## src/pmwc_pkg.sv

```systemverilog
/*
 * pmwc_pkg: offsets, field positions, reset values, time constants and the
 * sequencer state type of the power-mode and wake control block.
 * assumes a 100 MHz system clock and an 8-bit byte-addressed register port.
 */
package pmwc_pkg;
    // register byte offsets
    localparam logic [7:0]  PMC_OFFSET    = 8'h84;
    localparam logic [7:0]  TEST_OFFSET   = 8'h64;
    // test register read value, arbitrary
    localparam logic [31:0] TEST_PATTERN  = 32'h5a3c_c3a5;

    // field positions in power_mgmt_control
    localparam int PM_LO        = 12;
    localparam int TRANSCEIVER_RESET_BIT  = 10;
    localparam int LAN_EN_BIT   = 9;
    localparam int ENERGY_DETECT_ENABLE_BIT    = 8;
    localparam int DRIVE_BIT    = 6;
    localparam int CAUSE_LO     = 4;
    localparam int PULSE_BIT    = 3;
    localparam int POL_BIT      = 2;
    localparam int OUT_EN_BIT   = 1;
    localparam int READY_BIT    = 0;

    // index of each cause inside the two-bit wake_cause_status field
    localparam int CAUSE_ENERGY = 0;
    localparam int CAUSE_FRAME  = 1;

    // power_state_sel encodings
    localparam logic [1:0] PM_NORMAL = 2'h0;
    localparam logic [1:0] PM_FRAME  = 2'h1;
    localparam logic [1:0] PM_ENERGY = 2'h2;
    localparam logic [1:0] PM_RESV   = 2'h3;

    // values after reset
    localparam logic [1:0] PM_RESET    = 2'h0;
    localparam logic [1:0] CAUSE_RESET = 2'h0;
    localparam logic       CTRL_RESET  = 1'h0;

    // timing
    localparam int CLK_MHZ     = 100;
    localparam int TRANSCEIVER_RESET_US  = 100;
    localparam int TRANSCEIVER_RESET_CYC = TRANSCEIVER_RESET_US * CLK_MHZ;
    localparam int PULSE_MS    = 50;
    localparam int PULSE_CYC   = PULSE_MS * 1000 * CLK_MHZ;
    localparam int SETTLE_CYC  = 16;

    typedef enum logic [1:0] {
        SEQ_RUN    = 2'b00,
        SEQ_SLEEP  = 2'b01,
        SEQ_SETTLE = 2'b10
    } pmwc_seq_e;
endpackage

```

## src/pmwc_wake_if.sv

```systemverilog
/*
 * pmwc_wake_if: request and configuration from the control core to the
 * wake output driver.
 * assumes both ends run on the same system clock.
 */
`timescale 1ns/1ps
interface pmwc_wake_if;
    logic assertReq;
    logic pushPull;
    logic activeHigh;
    modport src  (output assertReq, output pushPull, output activeHigh);
    modport sink (input assertReq, input pushPull, input activeHigh);
endinterface

```

## src/pmwc_timer.sv

```systemverilog
/*
 * pmwc_timer: retriggerable one-shot, busy for exactly CYCLES clock cycles
 * from the edge after start.
 * assumes a synchronous start pulse and an already synchronised reset.
 */
`timescale 1ns/1ps
module pmwc_timer #(
    parameter int unsigned CYCLES = 16
) (
    // clock and reset
    input  wire logic clk,
    input  wire logic rstN,
    // control
    input  wire logic start,
    output logic      busy
);
    localparam int W = $clog2(CYCLES + 1);

    logic [W-1:0] cnt_q;
    logic [W-1:0] cnt_d;

    always_comb begin
        cnt_d = cnt_q;
        if (start) begin
            cnt_d = W'(CYCLES);
        end else if (cnt_q != '0) begin
            cnt_d = cnt_q - 1'b1;
        end
    end

    always_ff @(posedge clk or negedge rstN) begin
        if (!rstN) begin
            cnt_q <= '0;
        end else begin
            cnt_q <= cnt_d;
        end
    end

    assign busy = (cnt_q != '0);
endmodule // pmwc_timer

```

## src/pmwc_wake_out.sv

```systemverilog
/*
 * pmwc_wake_out: registered pad driver for the wake output pin.
 * assumes the pad wire is resolved outside from level and enable.
 */
`timescale 1ns/1ps
module pmwc_wake_out (
    // clock and reset
    input  wire logic  clk,
    input  wire logic  rstN,
    // request from the control core
    pmwc_wake_if.sink  req,
    // pad
    output logic       pinOut,
    output logic       pinOe
);
    logic out_d;
    logic oe_d;

    always_comb begin
        if (req.pushPull) begin
            oe_d  = 1'b1;
            out_d = req.activeHigh ? req.assertReq : ~req.assertReq;
        end else begin
            // wired-or: pull low only while asserted, polarity has no say
            oe_d  = req.assertReq;
            out_d = 1'b0;
        end
    end

    always_ff @(posedge clk or negedge rstN) begin
        if (!rstN) begin
            pinOut <= 1'b0;
            pinOe  <= 1'b0;
        end else begin
            pinOut <= out_d;
            pinOe  <= oe_d;
        end
    end
endmodule // pmwc_wake_out

```

## src/pmwc_power_ctrl.sv

```systemverilog
/*
 * pmwc_power_ctrl: power-mode sequencer, transceiver reset timer, wake
 * cause status and wake output control, with its register port.
 * assumes a master that pulses one strobe per cycle and synchronous event
 * inputs held high until their source is cleared.
 */
// Added by the designer: strobed register access.
`timescale 1ns/1ps
// Contract
// - state field: 00 normal, 01 frame, 10 energy
// - test register write wakes from low power
// - control register readable in any power state
// - writes ignored until a read after wake
// - transceiver reset bit holds reset 100us
// - reset bit clears when transceiver released
// - reset bit writes ignored while high
// - lan wake event drives enabled wake output
// - lan wake event raises wake interrupt
// - energy event drives enabled wake output
// - energy event raises wake interrupt
// - drive type: 0 open-drain, 1 push-pull
// - open-drain output always active low
// - cause field reports energy, frame, both
// - cause bits clear on write one
// - cause clears only when running and ready
// - indication bit chooses pulse or static output
// - pulse lasts 50ms, static holds continuously
// - push-pull polarity bit: 1 high, 0 low
// - output enable gates pin, not interrupt
// - ready bit shows device fully awake
module pmwc_power_ctrl import pmwc_pkg::*; #(
    parameter int unsigned TRANSCEIVER_RESET_CYCLES = TRANSCEIVER_RESET_CYC,
    parameter int unsigned PULSE_CYCLES   = PULSE_CYC
) (
    // clock and reset
    input  wire logic        sys_clk,
    input  wire logic        resetn,
    // register port
    input  wire logic [7:0]  regAddr,
    input  wire logic [31:0] regWrData,
    input  wire logic        regWrEn,
    input  wire logic        regRdEn,
    output logic      [31:0] regRdData,
    // wake event sources
    input  wire logic        lanWakeEvt,
    input  wire logic        energyEvt,
    // status and control outputs
    output logic      [1:0]  powerState,
    output logic             deviceReady,
    output logic             wakeInterrupt,
    output logic             transceiverResetN,
    // wake pin
    output logic             wakeOut,
    output logic             wakeOutOe
);
    // address compare shared by read decode, write qualify and wake detect
    function automatic logic hits(input logic [7:0] a, input logic [7:0] off);
        return a == off;
    endfunction

    logic       rstMeta_q;
    logic       rstN;
    pmwc_seq_e  seq_q, seq_d;
    logic [1:0] pmState_q, pmState_d;
    logic       ready_q, ready_d;
    logic       readSeen_q, readSeen_d;
    logic       lanEn_q, lanEn_d;
    logic       edEn_q, edEn_d;
    logic       pushPull_q, pushPull_d;
    logic       pulseMode_q, pulseMode_d;
    logic       polHigh_q, polHigh_d;
    logic       outEn_q, outEn_d;
    logic [1:0] cause_q, cause_d;
    logic       hitPrev_q, hitPrev_d;
    logic       intr_q, intr_d;
    logic       phyRstN_q, phyRstN_d;
    logic       assert_q, assert_d;
    logic [31:0] rdData_q, rdData_d;
    logic [31:0] pmcWord;
    logic [1:0] evt;
    logic [1:0] causeEn;
    logic       wrOk;
    logic       pmcWr;
    logic       evtHit;
    logic       phyStart;
    logic       pulseStart;
    logic       settleStart;
    logic       phyBusy;
    logic       pulseBusy;
    logic       settleBusy;

    // reset release through two flops, assertion stays asynchronous
    always_ff @(posedge sys_clk or negedge resetn) begin
        if (!resetn) begin
            rstMeta_q <= 1'b0;
            rstN      <= 1'b0;
        end else begin
            rstMeta_q <= 1'b1;
            rstN      <= rstMeta_q;
        end
    end

    // transceiver reset span; busy doubles as the self-clearing reset bit
    pmwc_timer #(.CYCLES(TRANSCEIVER_RESET_CYCLES)) uPhyTimer (
        .clk   (sys_clk),
        .rstN  (rstN),
        .start (phyStart),
        .busy  (phyBusy)
    );

    // indication pulse width; a fresh event restarts it
    pmwc_timer #(.CYCLES(PULSE_CYCLES)) uPulseTimer (
        .clk   (sys_clk),
        .rstN  (rstN),
        .start (pulseStart),
        .busy  (pulseBusy)
    );

    // stands in for clock settling between the wake write and ready
    pmwc_timer #(.CYCLES(SETTLE_CYC)) uSettleTimer (
        .clk   (sys_clk),
        .rstN  (rstN),
        .start (settleStart),
        .busy  (settleBusy)
    );

    assign evt[CAUSE_ENERGY]     = energyEvt;
    assign evt[CAUSE_FRAME]      = lanWakeEvt;
    assign causeEn[CAUSE_ENERGY] = edEn_q;
    assign causeEn[CAUSE_FRAME]  = lanEn_q;

    always_comb begin
        pmcWord                         = '0;
        pmcWord[PM_LO +: 2]             = pmState_q;
        pmcWord[TRANSCEIVER_RESET_BIT]            = phyBusy;
        pmcWord[LAN_EN_BIT]             = lanEn_q;
        pmcWord[ENERGY_DETECT_ENABLE_BIT]              = edEn_q;
        pmcWord[DRIVE_BIT]              = pushPull_q;
        pmcWord[CAUSE_LO +: 2]          = cause_q;
        pmcWord[PULSE_BIT]              = pulseMode_q;
        pmcWord[POL_BIT]                = polHigh_q;
        pmcWord[OUT_EN_BIT]             = outEn_q;
        pmcWord[READY_BIT]              = ready_q;
    end

    // host writes count only after a read and while awake
    assign wrOk  = regWrEn && readSeen_q && ready_q;
    assign pmcWr = wrOk && hits(regAddr, PMC_OFFSET);
    assign evtHit = |(evt & causeEn);

    always_comb begin
        seq_d       = seq_q;
        pmState_d   = pmState_q;
        ready_d     = ready_q;
        readSeen_d  = readSeen_q | regRdEn;
        lanEn_d     = lanEn_q;
        edEn_d      = edEn_q;
        pushPull_d  = pushPull_q;
        pulseMode_d = pulseMode_q;
        polHigh_d   = polHigh_q;
        outEn_d     = outEn_q;
        cause_d     = cause_q;
        hitPrev_d   = evtHit;
        phyStart    = 1'b0;
        settleStart = 1'b0;
        rdData_d    = '0;

        // read data stands one cycle and is zero otherwise
        if (regRdEn) begin
            if (hits(regAddr, PMC_OFFSET)) begin
                rdData_d = pmcWord;
            end else if (hits(regAddr, TEST_OFFSET)) begin
                rdData_d = TEST_PATTERN;
            end
        end

        if (pmcWr) begin
            lanEn_d     = regWrData[LAN_EN_BIT];
            edEn_d      = regWrData[ENERGY_DETECT_ENABLE_BIT];
            pushPull_d  = regWrData[DRIVE_BIT];
            pulseMode_d = regWrData[PULSE_BIT];
            polHigh_d   = regWrData[POL_BIT];
            outEn_d     = regWrData[OUT_EN_BIT];
            if (regWrData[TRANSCEIVER_RESET_BIT] && !phyBusy) begin
                phyStart = 1'b1;
            end
        end

        // clear first so a same-cycle event sets the bit again
        for (int i = 0; i < 2; i++) begin
            if (pmcWr && seq_q == SEQ_RUN && regWrData[CAUSE_LO + i]) begin
                cause_d[i] = 1'b0;
            end
            if (evt[i] && causeEn[i]) begin
                cause_d[i] = 1'b1;
            end
        end

        case (seq_q)
            SEQ_RUN: begin
                if (pmcWr && (regWrData[PM_LO +: 2] == PM_FRAME ||
                              regWrData[PM_LO +: 2] == PM_ENERGY)) begin
                    // reserved encoding is left alone
                    pmState_d = regWrData[PM_LO +: 2];
                    ready_d   = 1'b0;
                    seq_d     = SEQ_SLEEP;
                end
            end
            SEQ_SLEEP: begin
                // the wake write bypasses the ready and read-seen gating
                if (regWrEn && hits(regAddr, TEST_OFFSET)) begin
                    settleStart = 1'b1;
                    seq_d       = SEQ_SETTLE;
                end
            end
            SEQ_SETTLE: begin
                if (!settleBusy) begin
                    pmState_d  = PM_NORMAL;
                    ready_d    = 1'b1;
                    readSeen_d = 1'b0;
                    seq_d      = SEQ_RUN;
                end
            end
            default: begin
                seq_d = SEQ_RUN;
            end
        endcase

        intr_d = |(cause_d & causeEn);
        // pulsed mode also drops when the cause or its enable goes away
        // the pulsed request starts a cycle after the static one, once the timer runs
        if (pulseMode_q) begin
            assert_d = outEn_q && pulseBusy && intr_d;
        end else begin
            assert_d = outEn_q && intr_d;
        end
        phyRstN_d = ~phyBusy;
    end

    // a fresh qualifying event starts a new pulse
    assign pulseStart = evtHit && !hitPrev_q && pulseMode_q;

    always_ff @(posedge sys_clk or negedge rstN) begin
        if (!rstN) begin
            seq_q       <= SEQ_RUN;
            pmState_q   <= PM_RESET;
            ready_q     <= 1'b1;
            readSeen_q  <= 1'b0;
            lanEn_q     <= CTRL_RESET;
            edEn_q      <= CTRL_RESET;
            pushPull_q  <= CTRL_RESET;
            pulseMode_q <= CTRL_RESET;
            polHigh_q   <= CTRL_RESET;
            outEn_q     <= CTRL_RESET;
            cause_q     <= CAUSE_RESET;
            hitPrev_q   <= 1'b0;
            intr_q      <= 1'b0;
            phyRstN_q   <= 1'b0;
            assert_q    <= 1'b0;
            rdData_q    <= '0;
        end else begin
            seq_q       <= seq_d;
            pmState_q   <= pmState_d;
            ready_q     <= ready_d;
            readSeen_q  <= readSeen_d;
            lanEn_q     <= lanEn_d;
            edEn_q      <= edEn_d;
            pushPull_q  <= pushPull_d;
            pulseMode_q <= pulseMode_d;
            polHigh_q   <= polHigh_d;
            outEn_q     <= outEn_d;
            cause_q     <= cause_d;
            hitPrev_q   <= hitPrev_d;
            intr_q      <= intr_d;
            phyRstN_q   <= phyRstN_d;
            assert_q    <= assert_d;
            rdData_q    <= rdData_d;
        end
    end

    // the pad driver registers the request, so the pin lags it by a cycle
    pmwc_wake_if wakeReq ();
    assign wakeReq.assertReq  = assert_q;
    assign wakeReq.pushPull   = pushPull_q;
    assign wakeReq.activeHigh = polHigh_q;

    pmwc_wake_out uWakeOut (
        .clk    (sys_clk),
        .rstN   (rstN),
        .req    (wakeReq),
        .pinOut (wakeOut),
        .pinOe  (wakeOutOe)
    );

    assign regRdData         = rdData_q;
    assign powerState        = pmState_q;
    assign deviceReady       = ready_q;
    assign wakeInterrupt     = intr_q;
    assign transceiverResetN = phyRstN_q;
endmodule // pmwc_power_ctrl

```

## config.mk

```make
export PLATFORM = sky130hd
export DESIGN_NAME = pmwc_power_ctrl
export DESIGN_NICKNAME = d
export VERILOG_FILES = /design/src/pmwc_pkg.sv /design/src/pmwc_wake_if.sv /design/src/pmwc_timer.sv /design/src/pmwc_wake_out.sv /design/src/pmwc_power_ctrl.sv
export SDC_FILE = /design/constraint.sdc
export NUM_CORES = 1
export LEC_CHECK = 0
export ABC_CLOCK_PERIOD_IN_PS = 3300
export BUFFER_PORTS_ARGS = -buffer_cell sky130_fd_sc_hd__buf_4
export CAP_MARGIN = 0
export CORE_MARGIN = 8
export CORE_UTILIZATION = 35
export CTS_CLUSTER_SIZE = 12
export DETAILED_ROUTE_END_ITERATION = 16
export HOLD_SLACK_MARGIN = 0.12
export PLACE_DENSITY = 0.53
export SETUP_SLACK_MARGIN = 0.3
export SLEW_MARGIN = 0
export SYNTH_ARGS = -nofsm -noshare
export SYNTH_HDL_FRONTEND = slang
export SYNTH_SLANG_ARGS = --single-unit
```

## constraint.sdc

```tcl
create_clock -name sys_clk -period 3.3 [get_ports sys_clk]
set_clock_uncertainty 0.2 [all_clocks]
set_input_delay 0.165 -clock sys_clk [delete_from_list [all_inputs] [get_ports sys_clk]]
set_output_delay 0.165 -clock sys_clk [all_outputs]
set_load 0.01 [all_outputs]
```

* After elaboration in Yosys (flattened, before gate mapping)
Index checks and enable logic that the tools add are counted.
Word-level totals: register bits after elaboration 96, input port bits 46, output and inout port bits 39, word-level logic and storage cells 103
Operators by class: add/sub/neg operators 3, equality and inequality tests 9, muxes and demuxes 32, bitwise operators 5, reduce and logical (&&, ||, !) cells 31
Operator list (number):
- $mux 31 | 2
- $mux 23 | 2
- $mux 32 | 1
- $mux 14 | 2
- $reduce_bool 23->1 | 1
- $sub 23x1->23 const B | 1
- $logic_and 1x1->1 | 16
- $mux 1 | 16
- $reduce_bool 14->1 | 1
- $sub 14x1->14 const B | 1
- $mux 5 | 2
- $eq 8x7->1 const B | 1
- $eq 8x8->1 const B | 1
- $mux 2 | 4
- $reduce_bool 2->1 | 4
- $pmux 2 s3 | 1
- $reduce_and 3->1 | 2
- $reduce_bool 5->1 | 1
- $sub 5x1->5 const B | 1
- $and 2x2->2 | 2
- $eq 2x1->1 const B | 2
- $eq 2x2->1 const B | 2
- $ne 2x2->1 const B | 2
- $pmux 2 s2 | 1
- other kinds (8) | 11

* Longest topological paths before layout
Gate-level depths: netlist of run 1.
depth in word-level cells 11, depth in mapped cells 8, depth with buffers taken out 7

* Hierarchy
A second synthesis of run 1 with hierarchy kept.
Unflattened totals: cell total of the unflattened synthesis 390, area total of the unflattened synthesis 4142.7 um^2
Modules (own cells, without submodules):
- pmwc_power_ctrl | times used 1, cells each 132, area an instance 1547.7 um^2, seq. area each 827.0 um^2
- pmwc_timer (uPulseTimer) | times used 1, cells each 149, area an instance 1423.9 um^2, seq. area each 575.6 um^2
- pmwc_timer (uPhyTimer) | times used 1, cells each 79, area an instance 838.3 um^2, seq. area each 350.3 um^2
- pmwc_timer (uSettleTimer) | times used 1, cells each 25, area an instance 261.5 um^2, seq. area each 125.1 um^2
- pmwc_wake_out | times used 1, cells each 5, area an instance 71.3 um^2, seq. area each 50.0 um^2

* Worst setup path before layout of run 1
No wires, ideal clock.
path type register to register, start register uPulseTimer.cnt_q[0], end register uPulseTimer.cnt_q[14], setup time 129 ps, arrival 2242 ps, data required time 2971 ps, slack 729 ps, cell stages (with the launch flop) 8, path buffers 0, cells stage by stage dfrtp_1 > inv_1 > ha_1 > or3b_2 > or4_4 > or4_4 > a21oi_2 > o31ai_2
Between the ends: cells in the longest elaborated chain, start to end 3, elaborated cells on any way between the ends 5, those cells by class 1 x add/sub; 2 x mux; 2 x reduce/logical
Ends and longest elaborated chain:
- start: declaration | RTL line pmwc_timer.sv:19 | logic [W-1:0] cnt_q;
- start signal: assignment | RTL line pmwc_timer.sv:35 | cnt_q <= cnt_d;
- $sub 23x1->23 | RTL line pmwc_timer.sv:27 | cnt_d = cnt_q - 1'b1;
- $mux 23 | RTL line pmwc_timer.sv:26 | end else if (cnt_q != '0) begin
- $mux 23 | RTL line pmwc_timer.sv:24 | if (start) begin
Several ways; a longest one is shown, not always the timed one. The select of a mux whose other input is x is not followed. A chain may end at the register's enable or synchronous reset.

* Worst setup path after layout of run 1
start input port regAddr[4], end register cause_q[1]
Between the ends: cells in the longest elaborated chain, start to end 6
Ends and longest elaborated chain:
- start: declaration | RTL line pmwc_power_ctrl.sv:39 | input wire logic [7:0] regAddr,
- $eq 8x8->1 | RTL line pmwc_power_ctrl.sv:58 | return a == off;
- $logic_and 1x1->1 | RTL line pmwc_power_ctrl.sv:148 | assign pmcWr = wrOk && hits(regAddr, PMC_OFFSET);
- $logic_and 1x1->1 (2 in a row) | RTL line pmwc_power_ctrl.sv:191 | if (pmcWr && seq_q == SEQ_RUN && regWrData[CAUSE_LO + i]) begin
- $mux 1 | RTL line pmwc_power_ctrl.sv:191
- $mux 1 | RTL line pmwc_power_ctrl.sv:194 | if (evt[i] && causeEn[i]) begin
- via cause_d[1] | RTL line pmwc_power_ctrl.sv:73 | logic [1:0] cause_q, cause_d;
- end signal: assignment | RTL line pmwc_power_ctrl.sv:272 | cause_q <= cause_d;
- end: declaration | RTL line pmwc_power_ctrl.sv:73
The timed path passes the listed nets, and every way through them passes these cells.

==> metrics.txt, run 1 <==
clk root buf=clkbuf_8; drt first pass iters=6; hold_sp=regAddr[5]; Syn Inst Count=~370; post-synthesis async set-or-reset flop share=100%; layout cells sized above 1=19.6%; worst reg-to-reg setup slack=around 0.54 ns; worst-skew pair later-pin latency=about 0.34 ns; Final Max Tran Viols=0; mux contribution to synthesized area=0%; largest net degree at the start of global routing=76; synth top area cells=dfrtp_1 (52%), nand2_1 (4.5%), buf_4 (3.9%); NetSw=around 0.8 mW; post-synthesis adder-cell area fraction=between 1.5 and 2%; CP max FO=7; pwr dens=approximately 550 nW/µm²; Synth top area share=51.7%; Synth Area in Compound Gates=10.7%; total number of yosys warnings=0; post-route clock period utilization=a little over four fifths; Global Route Usage Sum=between 10% and 20%; initial antenna violation count=1; Seq pwr share=slightly above 50%; Comb pwr share=21.3%; minimum clock period=2.79 ns; port bufs=54; crit end category=flip-flop; Die ar.=roughly 14000 µm²; RSZ-0062 raised after global routing=no; routability cong.=0.787; H-tree depth=3; standard-cell rows=37; clock share of power=between 20% and 30%; largest area contributor in the netlist=dfrtp_1; non-filler cells, final=between 500 and 600; final core utilization=around 45%; CP Class=input port to flip-flop; MaxCap Viol Count=0; Congestion Overflow GR=0; ANT nets after route=0; initial drt markers=112; Simple-Gate Fraction of Synth Area=between 20% and 30%; P_leak=2.02 nW; Synth Area in XOR/XNOR=about 5%; first-pass GRT wire length=14900 µm; count leader, synth=dfrtp_1; hold endpoint=regRdData[2]$_DFF_PN0_; Crit path arrival time=2.82 ns; Cells after DPL=roughly 540; vias per cell=approximately 5; Sw Share=31.5%; Reg clk slew, reported paths=~0.090 ns; worst vdd ir=0.244 mV; P_int=roughly 1.7 mW; routed len/inst=approximately 15 µm; via count=between 2000 and 3000; fill count=993; Hold Vio Cnt, Final=0; clk buf depth=2; clk sinks=77; Core Box Area=around 10000 µm²; Max transition margin=a little over a third; reg2reg start=uPulseTimer.cnt_q[0]$_DFFE_PN0P_; FF+latch count, synth=77; WHS Path Cells=4; Final TNS setup=0 ns; CP Launch Type=input port; CP Data Required Time=between 3 and 4 ns; Setup-failing EPs final=0; vias in the first global route=between 2000 and 3000; overall die width=around 120 µm; Synth Cell Area=approximately 3700 µm²; hpwl dp=roughly 6000 µm; Num CTS Buffers=9; initial core utilization=35.8%; drt total wl=between 8000 and 9000 µm; Synth Flop Type=dfrtp_1; HP Class=input port to flip-flop; EDFF count, synth=0; Reg2Reg Depth=7; syn avg cell area=approximately 10 µm²; clock tree from TritonCTS=built; worst slew pin tran=0.963 ns; Distinct cells, synth=between 50 and 60; Post-route DRC=0; final net count=between 400 and 500; die height=roughly 120 µm; Final Power=~2.5 mW; Ports=85; Post-synth top cells=dfrtp_1 (76), nand2_1 (44), nor2_1 (26), buf_4 (19), o21ai_0 (18); Crit Reg-Reg Endpoint=uPulseTimer.cnt_q[19]$_DFFE_PN0P_; FMAX=between 0.3 and 0.4 GHz; largest family of logic cells by synthesized area=simple AND/OR/NAND/NOR gates; hold_ws=between 0.15 and 0.2 ns; Layout area overhead=25.0%; status=finished, final reports clean; Seq/Total Area, Yosys=a little over half
==> kinds of logic after synthesis <==
kind of cell,Yosys count
fa+ha+maj,5
simple gates,165
xor+xnor,21
compound gates,61
buf+inv,36
other cells,2
flops,77
==> per-layer routing <==
metal	track usage, %	wire [µm]	up-vias
met4	3.95	102	0
met5	0	0	-
met2	20.5	4190	59
met3	3.57	393	6
met1	16.3	4100	1425
li1	-	-	1422
==> worst max-delay path: stages <==
cell and delay [ns]:
dlygate4sd3_1 0.54, buf_4 0.14, nor4b_1 0.45, and3_1 0.44
and2_1 0.28, nand2_1 0.07, a22o_1 0.19, dlygate4sd3_1 0.55
==> cells in the final DEF (no fill, tap or decap), drive strengths merged, types with 5 or more instances in the layout <==
cell / Yosys / final
ha: 5 / 5
xor2: 13 / 13
or3: 9 / 9
o21ai: 19 / 19
nand2: 44 / 44
buf: 20 / 58
dfrtp: 76 / 76
clkbuf: 7 / 10
nand3: 10 / 10
nor4: 7 / 7
inv: 9 / 9
conb: 2 / 10
and3: 10 / 10
dlygate4sd3: 0 / 26
nor2: 26 / 26
nor3: 15 / 15
a21oi: 15 / 15
xnor2: 8 / 8
or4: 11 / 11
==> sequential cells by signal, summed over array words and instances (netlist names), 2 cells and up <==
| register | cells |
|---|---|
| cause_q | 2 |
| powerState | 2 |
| regRdData | 13 |
| seq_q | 2 |
| uPhyTimer.cnt_q | 14 |
| uPulseTimer.cnt_q | 23 |
| uSettleTimer.cnt_q | 5 |
==> final cells by class <==
class                           count  area, µm²  area share (%)
Multi-Input combinational cell    262       1570            34.2
Timing Repair Buffer               84        696            15.1
Clock buffer                       10        128            2.78
Inverter                            9       33.8           0.735
Clock inverter                      6       65.1            1.42
Antenna cell                        1       2.50          0.0544
Sequential cell                    77       1930            42.0
Tap cell                          136        170            3.70
==> metrics by stage <==
stage	area [µm²]	setup slack [ns]
after floorplan	3710	0.729
after global placement	4140	0.608
after detailed placement	4140	0.544
after CTS	4590	0.510
after global routing	4600	0.327
final	4600	0.511
==> worst max path at each step <==
stage	startpoint	end	slack (ns)	cells past startpoint
after floorplan	uPulseTimer.cnt_q[0]$_DFFE_PN0P_	uPulseTimer.cnt_q[14]$_DFFE_PN0P_	0.73	7
after global placement	uPulseTimer.cnt_q[0]$_DFFE_PN0P_	uPulseTimer.cnt_q[19]$_DFFE_PN0P_	0.61	7
after detailed placement	uPulseTimer.cnt_q[0]$_DFFE_PN0P_	uPulseTimer.cnt_q[19]$_DFFE_PN0P_	0.54	7
after CTS	regAddr[4]	cause_q[1]$_DFF_PN0_	0.51	8
after global routing	regAddr[4]	cause_q[0]$_DFF_PN0_	0.33	8
final	regAddr[4]	cause_q[1]$_DFF_PN0_	0.51	8
==> what timing repair did <==
action,CTS,global route
buffers inserted,0,0
hold buffers,26,0
gates resized for setup,0,0
hold endpoints to repair,36,0
==> power by group through the flow <==
stage | Clock [mW] | Sequential (mW) | Combinational [mW]
floorplan | 0 | 1.28 | 0.400
global placement | 0 | 1.31 | 0.500
detailed placement | 0 | 1.32 | 0.507
CTS | 0.734 | 1.30 | 0.546
global route | 0.774 | 1.33 | 0.626
finish | 0.703 | 1.30 | 0.542
Power figures use the tool's default switching activity.
==> run 2, diff against run 1 <==
--- a/config.mk
+++ b/config.mk
@@ -5,7 +5,7 @@
 export SDC_FILE = /design/constraint.sdc
 export NUM_CORES = 1
 export LEC_CHECK = 0
-export ABC_CLOCK_PERIOD_IN_PS = 3300
+export ABC_CLOCK_PERIOD_IN_PS = 2720
 export BUFFER_PORTS_ARGS = -buffer_cell sky130_fd_sc_hd__buf_4
 export CAP_MARGIN = 0
 export CORE_MARGIN = 8
==> constraint.sdc (replaced) <==
create_clock -name sys_clk -period 2.72 [get_ports sys_clk]
set_clock_uncertainty 0.2 [all_clocks]
set_input_delay 0.136 -clock sys_clk [delete_from_list [all_inputs] [get_ports sys_clk]]
set_output_delay 0.136 -clock sys_clk [all_outputs]
set_load 0.01 [all_outputs]
==> metrics.txt, run 2 (synthesized netlist as in run 1, its figures left out) <==
status=finished, final reports clean; clk root buf=clkbuf_8; worst path bufs/invs=1 (-2); first-pass GRT wire length=15100 µm (+1.5%); most frequent cells in the layout=dfrtp_1 (73), buf_4 (73), nand2_1 (44), nor2_1 (25), dlygate4sd3_1 (25); crit end category=flip-flop; Max transition margin=60.4% (+25 points); worst vdd ir=0.316 mV (+30%); Die ar.=14000 µm² (unchanged); Final Power=3.41 mW (+34%); fill count=980 (-1.3%); overall die width=119 µm (unchanged); Congestion Overflow GR=0 (unchanged); crit path max-delay cell type=or4_4; CP cell instances=inv_1 > ha_4 > or3b_4 > or4_4 > or4_4 > a21oi_2 > o31ai_2; pwr dens=703 nW/µm² (+27%); post-route clock period utilization=91.6%; most frequent cell on the critical path=or4_4; minimum clock period=~2.5 ns; MaxCap Viol Count=0 (unchanged); Hold Vio Cnt, Final=0 (unchanged); Global Route Usage Sum=13.2% (+0.48 points); initial antenna violation count=0 (-1); clk buf depth=2 (unchanged); RSZ-0062 raised after global routing=yes; number of flip-flops in the largest register=23 (unchanged); Crit Reg-Reg Endpoint=uPulseTimer.cnt_q[14]$_DFFE_PN0P_; worst-skew pair later-pin latency=0.36 ns (+0.02 ns); FMAX=between 0.4 and 0.5 GHz; Crit path arrival time=2.53 ns (-0.29 ns); CP Data Required Time=2.76 ns (-0.57 ns); worst reg-to-reg setup slack=0.23 ns (-0.31 ns); final net count=511 (+3.4%); Ports=85 (unchanged); ANT nets after route=0 (unchanged); CP Class=flip-flop to flip-flop; largest register by flop count=uPulseTimer.cnt_q; Setup-failing EPs final=0 (unchanged); n_diodes=0 (-1); Reg2Reg Depth=7 (unchanged); P_leak=2.17 nW (+7.2%); die height=119 µm (unchanged); drt first pass iters=4 (-2); port bufs=54 (unchanged); Final WS setup=0.228 ns (-0.282 ns); layout cells sized above 1=24.9% (+5.3 points); CP max FO=4 (-3); standard-cell rows=37 (unchanged); CP Launch Type=flip-flop; H-tree depth=3 (unchanged); reg2reg start=uPulseTimer.cnt_q[1]$_DFFE_PN0P_; initial core utilization=35.8% (unchanged); cell family with most CP delay=simple AND/OR/NAND/NOR gates; worst slew pin tran=0.592 ns (-0.371 ns); vias in the first global route=3028 (+4.3%); Layout area overhead=32.0%; HP Class=flip-flop to async pin; Core Box Area=10300 µm² (unchanged); Reg clk slew, reported paths=0.08 ns (about the same); Num CTS Buffers=9 (unchanged); clock tree from TritonCTS=built; initial drt markers=167 (+49%); clk sinks=77 (unchanged); via count=2982 (+2.4%); Final TNS setup=0 ns (unchanged); Final Max Tran Viols=0 (unchanged); routed len/inst=14.7 µm (-2.0%); slowest stage delay, CP=0.49 ns (-0.06 ns); drt total wl=8840 µm (+0.65%); largest net degree at the start of global routing=63 (-17%); Post-route DRC=0 (unchanged); vias per cell=4.96 (-0.32%); hpwl dp=6160 µm (+3.0%); Setup WS pre-CTS=0.0874 ns (-0.456 ns); routability cong.=0.778 (-1.1%)
run 2: report_power, final:
group          switching, mW  total, mW  leakage, nW  internal [mW]
Sequential             0.217       1.58        0.924           1.36
Combinational          0.359      0.737         1.11          0.378
Clock                  0.452       1.10        0.129          0.644
run 2: worst max path at each step:
stage                                                 from                           endpoint  slack, ns  cells after the start
after global placement    uPulseTimer.cnt_q[0]$_DFFE_PN0P_  uPulseTimer.cnt_q[14]$_DFFE_PN0P_       0.17                      7
final                     uPulseTimer.cnt_q[1]$_DFFE_PN0P_  uPulseTimer.cnt_q[14]$_DFFE_PN0P_       0.23                      7
after global routing      uPulseTimer.cnt_q[1]$_DFFE_PN0P_  uPulseTimer.cnt_q[14]$_DFFE_PN0P_       0.16                      7
after detailed placement  uPulseTimer.cnt_q[0]$_DFFE_PN0P_  uPulseTimer.cnt_q[19]$_DFFE_PN0P_       0.09                      7
after floorplan           uPulseTimer.cnt_q[0]$_DFFE_PN0P_  uPulseTimer.cnt_q[14]$_DFFE_PN0P_       0.25                      7
after CTS                 uPulseTimer.cnt_q[1]$_DFFE_PN0P_  uPulseTimer.cnt_q[14]$_DFFE_PN0P_       0.21                      7
run 2: routing by layer:
layer  vias to the layer above  wire [µm]  global-route usage [%]
li1                       1453          -                       -
met2                        60       4120                    20.8
met1                      1457       4180                    16.6
met4                         0        154                    5.30
met3                        12        385                    4.05
met5                         -          0                       0
run 2: final cells by class:
class / count / area, µm² / share of cell area [%]
Multi-Input combinational cell: 262 / 1620 / 33.4
Sequential cell: 77 / 1930 / 39.8
Timing Repair Buffer: 101 / 842 / 17.3
Tap cell: 136 / 170 / 3.51
Clock inverter: 6 / 119 / 2.45
Inverter: 9 / 33.8 / 0.696
Clock buffer: 10 / 138 / 2.84
run 2: what timing repair did:
item,4_1_cts,5_1_grt
hold endpoints to repair,49,0
setup endpoints to repair,7,10
gates resized for setup,4,10
hold buffers,26,0
setup buffers,6,5
pin swaps,2,3
run 2: per-stage QoR:
stage	cells	hold WS, ns	util [%]	cell area, µm²
floorplan	375	-0.360	-	3710
global placement	548	-0.281	40.9	4200
finish	601	0.118	47.2	4850
CTS	596	0.128	46.5	4780
detailed placement	548	-0.279	40.9	4200
global route	601	0.153	47.2	4850
